<file path="src/design/cps_params.svh">
`ifndef CPS_PARAMS_SVH
`define CPS_PARAMS_SVH

// ****************************************
// Clock and timing
// ****************************************
`define CPS_CLK_MHZ 200
`define CPS_T_INTERNAL_REGULATOR_MS 220
`define CPS_T_QUAL_MS 30
`define CPS_T_RETRY_MS 2000
`define CPS_INTERNAL_REGULATOR_CYC (`CPS_T_INTERNAL_REGULATOR_MS * 1000 * `CPS_CLK_MHZ)
`define CPS_QUAL_CYC (`CPS_T_QUAL_MS * 1000 * `CPS_CLK_MHZ)
`define CPS_RETRY_CYC (`CPS_T_RETRY_MS * 1000 * `CPS_CLK_MHZ)

// ****************************************
// Register offsets
// ****************************************
`define CPS_OFS_CTRL 8'h00
`define CPS_OFS_ILIM 8'h04
`define CPS_OFS_STAT 8'h08

// ****************************************
// Control fields and reset values
// ****************************************
`define CPS_CTRL_FORCE 0
`define CPS_CTRL_HOST 1
`define CPS_CTRL_DP_LO 2
`define CPS_CTRL_DM_LO 4
`define CPS_DRV_HIZ 2'h0
`define CPS_ILIM_RST 5'h05

// ****************************************
// Current limit codes, 100 mA per step
// ****************************************
`define CPS_ILIM_500MA 5'h05
`define CPS_ILIM_1A 5'h0a
`define CPS_ILIM_2A 5'h14
`define CPS_ILIM_2A1 5'h15
`define CPS_ILIM_2A4 5'h18

// ****************************************
// Source type codes
// ****************************************
`define CPS_SRC_NONE 3'h0
`define CPS_SRC_SDP 3'h1
`define CPS_SRC_DCP 3'h3
`define CPS_SRC_UNKNOWN 3'h5
`define CPS_SRC_NSTD 3'h6

`endif

</file>
<file path="src/design/cps_pkg.sv">
package cps_pkg;
    typedef enum logic [2:0] {
        ST_HIZ = 3'h0,
        ST_QUAL = 3'h1,
        ST_RETRY = 3'h2,
        ST_DETECT = 3'h3,
        ST_NSTD = 3'h4,
        ST_VLIM = 3'h5,
        ST_RUN = 3'h6
    } cps_state_t;
endpackage

</file>
<file path="src/design/cps_sequencer.sv">
`timescale 1ns/1ps
`include "cps_params.svh"
// What this block does
// Supply above UVLO releases reset, registers default
// Battery only: battery switch on, regulator off
// Supplement overcurrent opens switch, sets disable bit
// Switch stays off until attach or ship exit
// Attach sequence: regulator, qualify, detect, limit, run
// Current limit loaded before converter starts
// Regulator on after 220 ms stable conditions
// High impedance: blocking, regulator, converter off
// Sleep condition stops converter switching
// Qualify: no overvoltage, above minimum 30 ms
// Failed qualification retried every two seconds
// Pass sets input good and pulses interrupt
// Detection only with regulator on, input good
// Detection done: irq, limit, power good, type
// BC1.2 first, DCD timeout goes non-standard
// SDP or unknown 500 mA, DCP 2.4 A
// Divider windows give 2.1, 2, 1, 2.4 A
// Current limit follows host writable field
// Host forces redetect, bit self clears
// D+/D- drive select ignored during BC1.2
// Fast digital clock while regulator enabled
// Supply and battery comparators synchronised before use; D+/D- windows and BC1.2 results are not
module cps_sequencer #(
    parameter logic [31:0] P_INTERNAL_REGULATOR_CYC = `CPS_INTERNAL_REGULATOR_CYC,
    parameter logic [31:0] P_QUAL_CYC = `CPS_QUAL_CYC,
    parameter logic [31:0] P_RETRY_CYC = `CPS_RETRY_CYC
) (
    input wire logic i_mclk,
    input wire logic i_reset,
    input wire logic [7:0] i_addr,
    input wire logic [31:0] i_wr_data,
    input wire logic i_wr_en,
    input wire logic i_rd_en,
    output logic [31:0] o_rd_data,
    input wire logic i_vbus_uvloz,
    input wire logic i_bat_uvloz,
    input wire logic i_vac_present,
    input wire logic i_vac_headroom,
    input wire logic i_vac_sleep,
    input wire logic i_vbus_ov,
    input wire logic i_vbus_min,
    input wire logic i_bat_dpl,
    input wire logic i_bat_ocp,
    input wire logic i_supplement,
    input wire logic i_ship_exit,
    input wire logic i_bc_done,
    input wire logic i_bc_dcp,
    input wire logic i_dcd_timeout,
    input wire logic [2:0] i_dp_window,
    input wire logic [2:0] i_dm_window,
    output logic o_internal_regulator,
    output logic o_fast_clk_sel,
    output logic o_block_switch_on,
    output logic o_battery_switch,
    output logic o_converter_en,
    output logic o_bad_src_load,
    output logic o_bc_run,
    output logic [1:0] o_dplus_drive,
    output logic [1:0] o_dminus_drive,
    output logic [4:0] o_input_current_limit,
    output logic o_host_irq_n
);

    // ****************************************
    // Comparator synchronisers
    // ****************************************
    localparam int NS = 11;
    wire [NS-1:0] raw_w = {i_vbus_uvloz, i_bat_uvloz, i_vac_present, i_vac_headroom, i_vac_sleep,
                           i_vbus_ov, i_vbus_min, i_bat_dpl, i_bat_ocp, i_supplement, i_ship_exit};
    logic [NS-1:0] s1_q;
    logic [NS-1:0] s2_q;

    genvar g;
    generate
        for (g = 0; g < NS; g++) begin : g_sync
            always_ff @(posedge i_mclk) begin
                if (i_reset) begin
                    s1_q[g] <= 1'b0;
                    s2_q[g] <= 1'b0;
                end else begin
                    s1_q[g] <= raw_w[g];
                    s2_q[g] <= s1_q[g];
                end
            end
        end
    endgenerate

    wire bus_ok = s2_q[10];
    wire bat_ok = s2_q[9];
    wire present = s2_q[8];
    wire headroom = s2_q[7];
    wire sleep = s2_q[6];
    wire ovp = s2_q[5];
    wire vmin = s2_q[4];
    wire dpl_ok = s2_q[3];
    wire ocp = s2_q[2];
    wire suppl = s2_q[1];
    wire ship_exit = s2_q[0];

    // Held in defaults until either supply clears its UVLO
    wire clr = i_reset | ~(bus_ok | bat_ok);

    // ****************************************
    // Register decode
    // ****************************************
    wire wr_ctrl = i_wr_en & (i_addr == `CPS_OFS_CTRL);
    wire wr_ilim = i_wr_en & (i_addr == `CPS_OFS_ILIM);

    // ****************************************
    // Divider classification
    // ****************************************
    wire div1 = i_dp_window[2] & i_dm_window[1];
    wire div2 = i_dp_window[0] & i_dm_window[0];
    wire div3 = i_dp_window[1] & i_dm_window[2];
    wire div4 = i_dp_window[2] & i_dm_window[2];
    wire [4:0] nstd_lim = div1 ? `CPS_ILIM_2A1 :
                          div2 ? `CPS_ILIM_2A :
                          div3 ? `CPS_ILIM_1A :
                          div4 ? `CPS_ILIM_2A4 : `CPS_ILIM_500MA;
    wire [2:0] nstd_type = (div1 | div2 | div3 | div4) ? `CPS_SRC_NSTD : `CPS_SRC_UNKNOWN;
    wire [4:0] bc_lim = i_bc_dcp ? `CPS_ILIM_2A4 : `CPS_ILIM_500MA;
    wire [2:0] bc_type = i_bc_dcp ? `CPS_SRC_DCP : `CPS_SRC_SDP;

    // ****************************************
    // Sequencer state
    // ****************************************
    cps_pkg::cps_state_t st_q;
    cps_pkg::cps_state_t st_d;
    logic [31:0] cnt_q;
    logic [31:0] cnt_d;
    logic force_q;
    logic host_q;
    logic [1:0] dp_q;
    logic [1:0] dm_q;
    logic [4:0] ilim_q;
    logic good_q;
    logic pg_q;
    logic [2:0] type_q;
    logic bsd_q;
    logic qual_pass;
    logic det_done;
    logic [4:0] det_lim;
    logic [2:0] det_type;

    wire drop = (st_q != cps_pkg::ST_HIZ) & ~present;

    always_comb begin
        st_d = st_q;
        cnt_d = cnt_q + 32'h1;
        qual_pass = 1'b0;
        det_done = 1'b0;
        det_lim = ilim_q;
        det_type = type_q;
        unique case (st_q)
            cps_pkg::ST_HIZ: begin
                if (!(present && headroom)) begin
                    cnt_d = 32'h0;
                end else if (cnt_q >= P_INTERNAL_REGULATOR_CYC - 32'h1) begin
                    st_d = cps_pkg::ST_QUAL;
                    cnt_d = 32'h0;
                end
            end
            cps_pkg::ST_QUAL: begin
                if (ovp || !vmin) begin
                    st_d = cps_pkg::ST_RETRY;
                    cnt_d = 32'h0;
                end else if (cnt_q >= P_QUAL_CYC - 32'h1) begin
                    st_d = cps_pkg::ST_DETECT;
                    cnt_d = 32'h0;
                    qual_pass = 1'b1;
                end
            end
            cps_pkg::ST_RETRY: begin
                if (cnt_q >= P_RETRY_CYC - 32'h1) begin
                    st_d = cps_pkg::ST_QUAL;
                    cnt_d = 32'h0;
                end
            end
            cps_pkg::ST_DETECT: begin
                cnt_d = 32'h0;
                if (i_dcd_timeout) begin
                    st_d = cps_pkg::ST_NSTD;
                end else if (i_bc_done) begin
                    st_d = cps_pkg::ST_VLIM;
                    det_done = 1'b1;
                    det_lim = bc_lim;
                    det_type = bc_type;
                end
            end
            cps_pkg::ST_NSTD: begin
                cnt_d = 32'h0;
                st_d = cps_pkg::ST_VLIM;
                det_done = 1'b1;
                det_lim = nstd_lim;
                det_type = nstd_type;
            end
            cps_pkg::ST_VLIM: begin
                cnt_d = 32'h0;
                st_d = cps_pkg::ST_RUN;
            end
            cps_pkg::ST_RUN: begin
                cnt_d = 32'h0;
                if (force_q) begin
                    st_d = cps_pkg::ST_DETECT;
                end
            end
            default: begin
                cnt_d = 32'h0;
                st_d = cps_pkg::ST_HIZ;
            end
        endcase
        if (drop) begin
            st_d = cps_pkg::ST_HIZ;
            cnt_d = 32'h0;
            qual_pass = 1'b0;
            det_done = 1'b0;
        end
    end

    // ****************************************
    // Next values of control and status
    // ****************************************
    wire attach = (st_q == cps_pkg::ST_HIZ) & (st_d == cps_pkg::ST_QUAL);
    wire force_d = wr_ctrl ? (i_wr_data[`CPS_CTRL_FORCE] & host_q) : (force_q & ~det_done);
    wire host_d = wr_ctrl ? i_wr_data[`CPS_CTRL_HOST] : host_q;
    wire [1:0] dp_d = wr_ctrl ? i_wr_data[`CPS_CTRL_DP_LO +: 2] : dp_q;
    wire [1:0] dm_d = wr_ctrl ? i_wr_data[`CPS_CTRL_DM_LO +: 2] : dm_q;
    wire [4:0] ilim_d = wr_ilim ? i_wr_data[4:0] : (det_done ? det_lim : ilim_q);
    wire good_d = qual_pass | (good_q & ~drop);
    wire pg_d = det_done | (pg_q & ~drop);
    wire [2:0] type_d = det_done ? det_type : (drop ? `CPS_SRC_NONE : type_q);
    wire bsd_d = (ocp & suppl) | (bsd_q & ~(attach | ship_exit));
    wire on_d = st_d != cps_pkg::ST_HIZ;
    wire run_d = st_d == cps_pkg::ST_RUN;
    wire bc_d = (st_d == cps_pkg::ST_DETECT) & good_d & on_d;

    wire [31:0] rd_mux = (i_addr == `CPS_OFS_CTRL) ? {26'h0, dm_q, dp_q, host_q, force_q} :
                         (i_addr == `CPS_OFS_ILIM) ? {27'h0, ilim_q} :
                         (i_addr == `CPS_OFS_STAT) ? {23'h0, st_q, bsd_q, type_q, pg_q, good_q} :
                         32'h0;

    // ****************************************
    // Registers
    // ****************************************
    always_ff @(posedge i_mclk) begin
        if (clr) begin
            st_q <= cps_pkg::ST_HIZ;
            cnt_q <= 32'h0;
            force_q <= 1'b0;
            host_q <= 1'b0;
            dp_q <= `CPS_DRV_HIZ;
            dm_q <= `CPS_DRV_HIZ;
            ilim_q <= `CPS_ILIM_RST;
            good_q <= 1'b0;
            pg_q <= 1'b0;
            type_q <= `CPS_SRC_NONE;
            bsd_q <= 1'b0;
        end else begin
            st_q <= st_d;
            cnt_q <= cnt_d;
            force_q <= force_d;
            host_q <= host_d;
            dp_q <= dp_d;
            dm_q <= dm_d;
            ilim_q <= ilim_d;
            good_q <= good_d;
            pg_q <= pg_d;
            type_q <= type_d;
            bsd_q <= bsd_d;
        end
    end

    // ****************************************
    // Registered outputs
    // ****************************************
    always_ff @(posedge i_mclk) begin
        if (clr) begin
            o_rd_data <= 32'h0;
            o_internal_regulator <= 1'b0;
            o_fast_clk_sel <= 1'b0;
            o_block_switch_on <= 1'b0;
            o_battery_switch <= 1'b0;
            o_converter_en <= 1'b0;
            o_bad_src_load <= 1'b0;
            o_bc_run <= 1'b0;
            o_dplus_drive <= `CPS_DRV_HIZ;
            o_dminus_drive <= `CPS_DRV_HIZ;
            o_input_current_limit <= `CPS_ILIM_RST;
            o_host_irq_n <= 1'b1;
        end else begin
            o_rd_data <= i_rd_en ? rd_mux : 32'h0;
            o_internal_regulator <= on_d;
            o_fast_clk_sel <= on_d;
            o_block_switch_on <= on_d;
            o_battery_switch <= dpl_ok & ~bsd_d;
            o_converter_en <= run_d & ~sleep;
            o_bad_src_load <= st_d == cps_pkg::ST_QUAL;
            o_bc_run <= bc_d;
            o_dplus_drive <= bc_d ? `CPS_DRV_HIZ : dp_d;
            o_dminus_drive <= bc_d ? `CPS_DRV_HIZ : dm_d;
            o_input_current_limit <= ilim_d;
            o_host_irq_n <= ~(qual_pass | det_done);
        end
    end

endmodule

</file>
<file path="config.mk">
export PLATFORM = sky130hd
export DESIGN_NAME = cps_sequencer
export DESIGN_NICKNAME = d
export VERILOG_FILES = /design/src/design/cps_pkg.sv /design/src/design/cps_sequencer.sv
export VERILOG_INCLUDE_DIRS = /design/src /design/src/design
export SDC_FILE = /design/constraint.sdc
export NUM_CORES = 1
export LEC_CHECK = 0
export ABC_CLOCK_PERIOD_IN_PS = 2100
export BUFFER_PORTS_ARGS = -buffer_cell sky130_fd_sc_hd__buf_2
export CAP_MARGIN = 25
export CELL_PAD_IN_SITES_DETAIL_PLACEMENT = 0
export CELL_PAD_IN_SITES_GLOBAL_PLACEMENT = 1
export CORE_ASPECT_RATIO = 1.1
export CORE_MARGIN = 3
export CORE_UTILIZATION = 35
export DETAILED_ROUTE_END_ITERATION = 16
export PLACE_DENSITY_LB_ADDON = 0.1
export SETUP_SLACK_MARGIN = 0.05
export SLEW_MARGIN = 20
export SYNTH_ARGS = -nofsm -noshare
export SYNTH_HDL_FRONTEND = slang
export SYNTH_SLANG_ARGS = --single-unit
</file>
<file path="constraint.sdc">
create_clock -name i_mclk -period 2.1 [get_ports i_mclk]
set_input_delay 0 -clock i_mclk [delete_from_list [all_inputs] [get_ports i_mclk]]
set_output_delay 0 -clock i_mclk [all_outputs]
set_load 0.01 [all_outputs]
</file>
==> results.sh <==
export IMPL_grt_pass1_wl_um=16200
export IMPL_r2r_start="cnt_q[29]"
export IMPL_pin_count=113
export IMPL_power_mw=3.52
export IMPL_hold_start="i_dm_window[1]"
export IMPL_grt_pass1_vias=3417
export IMPL_syn2layout_area_growth_pct=33.4
export IMPL_fillCellCount=1080
export IMPL_antenna_found_initial=0
export IMPL_yosys_warnings=0
export IMPL_timing_fmax_mhz=441
export IMPL_worst_endpoint_arrival_ns=2.51
export IMPL_num_vias=3612
export IMPL_cts_sinks=93
export IMPL_crit_path_start_kind="flip-flop"
export IMPL_via_per_inst=4.78
export IMPL_numPortBuffers=63
export IMPL_drt_first_pass_iters=4
export IMPL_initial_utilization_pct=36.8
export IMPL_finalCritPeriodShare_pct=108
export IMPL_avgSynthCellArea_sq_um=8.79
export IMPL_p_leak_nw=2.24
export IMPL_cts_tree="built"
export IMPL_coreArea_sq_mm=0.0112
export IMPL_drc=0
export IMPL_diodes=0
export IMPL_clk_latency_ns=0.35
export IMPL_hold_path_class="input port to flip-flop"
export IMPL_rsz0062_at_grt="yes"
export IMPL_fin_ws_ns=-0.167
export IMPL_worst_path_max_delay_cell="or4_4"
export IMPL_netlist_instances=467
export IMPL_skew_ns=0.00931
export IMPL_p_per_area_mw_per_mm2=644
export IMPL_yosysSeqAreaShare_pct=45.4
export IMPL_gp_congestion=0.789
export IMPL_ys_ff_latch=93
export IMPL_dp_hpwl_um=7300
export IMPL_finalCriticalPeriod_ns=2.27
export IMPL_wire_per_inst_um=13.0
export IMPL_critical_path_cell_chain="or4_4 > or3b_4 > a211o_1 > and2_4 > o31ai_4 > buf_6 > buf_12 > nor2_1"
export IMPL_maxSlewViolCount=0
export IMPL_grt_overflow=0
export IMPL_drt_initial_drc_count=172
export IMPL_peakVddDrop_v=0.000341
export IMPL_whs_ns=0.0337
export IMPL_path_max_fanout=15
export IMPL_cts_buffer_depth=2
export IMPL_synthFlopType="dfxtp_1"
export IMPL_stdcell_count=756
export IMPL_worstPathRequired_ns=2.34
export IMPL_grt_max_degree=25
export IMPL_synth_edff_count=0
export IMPL_critical_path_max_stage_delay_ns=0.54
export IMPL_netlist_area_sq_mm=0.00410
export IMPL_violations="setup timing"
export IMPL_cts_made_buffers=9
export IMPL_yosys_cell_types_count=58
export IMPL_die_h_um=120
export IMPL_final_hold_violation_count=0
export IMPL_totalWireLength_um=9860
export IMPL_die_w_um=109
export IMPL_dp_cells=719
export IMPL_row_count=40
export IMPL_die_area_sq_mm=0.0131
export IMPL_fin_nets=669
export IMPL_status="finished with violations"
export IMPL_h_tree_depth=3
export IMPL_worstSetupStartpoint="cnt_q[29]"
export IMPL_postRouteAntennaNets=0
export IMPL_grt_use_total_pct=15.9
export IMPL_async_reset_ff_share_pct=0
export IMPL_place_ws_ns=-0.201
export IMPL_maxCapViolCount=0
export IMPL_cts_clk_slew_worst_paths_ns=0.07
export IMPL_criticalPathCategory="flip-flop to flip-flop"
export IMPL_ctsRootBufferMaster="clkbuf_16"
export IMPL_end_kind="flip-flop"
export IMPL_report_final_setup_viol=38
export IMPL_final_layout_size_suffix_gt1_share_pct=28.1
-- cells by family (layout without fill, tap and decap cells) --
| group | Yosys count | count (layout) | share of synthesized area (%) |
|---|---|---|---|
| other | 1 | 26 | 0.0914 |
| multiplexers | 8 | 8 | 1.95 |
| AO/OA/AOI/OAI | 63 | 63 | 11.3 |
| flip-flops | 93 | 93 | 45.4 |
| AND/OR/NAND/NOR | 213 | 213 | 27.0 |
| XOR/XNOR | 27 | 27 | 5.76 |
| adder cells (fa/ha/maj) | 1 | 1 | 0.305 |
| buffers and inverters | 61 | 178 | 8.20 |
-- power breakdown --
| group | internal, mW | switching [mW] | leakage [nW] | total (mW) |
|---|---|---|---|---|
| sequential | 1.79 | 0.00601 | 0.758 | 1.79 |
| combinational | 0.0750 | 0.0815 | 1.35 | 0.156 |
| clock | 0.829 | 0.748 | 0.133 | 1.58 |
-- worst max-delay path: cells and delay by family (launching register included) --
family,cells,cell delay [ns]
AND/OR/NAND/NOR,4,1.14
buffers and inverters,2,0.30
AO/OA/AOI/OAI,2,0.42
flip-flops,1,0.31
-- metrics by stage --
stage | area (sq um) | utilization, % | TNS, ns
6_report | 5470 | 49.0 | -5.05
5_1_grt | 5470 | 49.0 | -8.29
4_1_cts | 5450 | 48.9 | -5.06
3_5_place_dp | 4900 | 43.9 | -6.33
3_3_place_gp | 4900 | 43.9 | -5.36
2_1_floorplan | 4200 | - | -1.56
-- sequential cells by signal, summed over array words and instances, names as in the netlist, 2 cells and up --
signal and flops:
s1_q 11, o_dminus_drive 2, o_rd_data 9, st_q 3, o_dplus_drive 2, cnt_q 32
o_input_current_limit 5, dp_q 2, dm_q 2, type_q 3
-- layout make-up --
type                            instances  area, sq um  area share [%]
Multi-Input combinational cell        338         2060            37.6
Sequential cell                        93         1870            34.1
Timing Repair Buffer                  144         1000            18.4
Clock buffer                            9          225            4.11
Tap cell                              147          184            3.36
Clock inverter                          7         67.6            1.23
Inverter                               18         67.6            1.23
-- cell usage in the layout, fill, tap and decap left out, types with 6 or more instances in the layout --
cell type and n:
dlygate4sd3_1 18, conb_1 26, nand2_1 32, a21oi_1 14, o21ai_0 10, xor2_1 8, nor2b_1 29, nor4_1 6
nand4_1 9, dfxtp_2 6, buf_2 63, xnor2_1 19, buf_4 60, and3_1 6, nand3_1 11, nor2_1 63
clkbuf_16 9, nor3_1 17, dfxtp_1 87, inv_1 18, mux2i_1 8
-- worst paths after layout --
check | end | slack (ns) | cells after the start
worst min register to register | o_battery_switch | 0.42 | 2
worst min-delay path | type_q[0] | 0.03 | 4
worst max-delay path | cnt_q[14] | -0.17 | 8
worst max register to register | cnt_q[14] | -0.17 | 8
-- cells in the mapped netlist (3+ instances only) --
master     n  share of area (%)
a211oi_1   4               0.73
a21oi_1   15                1.8
a311oi_1   5                1.1
a31oi_1    3               0.46
and2_1     5               0.76
and3_1     6               0.91
buf_4     26                4.8
clkbuf_1  14                1.3
dfxtp_1   93                 45
inv_1     18                1.6
mux2i_1    8                2.0
nand2_1   32                2.9
nand3_1   11                1.3
nand4_1    9                1.4
nand4b_1   4               0.85
nor2_1    63                5.8
nor2b_1   29                4.4
nor3_1    18                2.2
nor3b_1    4               0.73
nor4_1     7                1.1
o21a_1     3               0.55
o21ai_0   10                1.2
o221a_2    4                1.1
or2_2      4               0.61
or3_1      3               0.46
or4_1      5               0.91
xnor2_1   19                4.1
xor2_1     8                1.7
-- layer usage --
metal / vias up / share of wire, % / GRT usage [%]
met3: 12 / 4.5 / 3.55
met4: 0 / 1.8 / 7.01
met5: - / 0 / 0
met1: 1684 / 49 / 21.8
met2: 76 / 45 / 23.9
li1: 1840 / - / -
-- repair_timing --
item / 4_1_cts / 5_1_grt
hold buffers: 18 / 0
pin swaps: 7 / 0
gates cloned: 1 / 0
setup endpoints to repair: 42 / 43
resized for setup: 12 / 5
hold endpoints to repair: 21 / 0
buffers inserted: 2 / 0
Power figures use the tool's default switching activity.
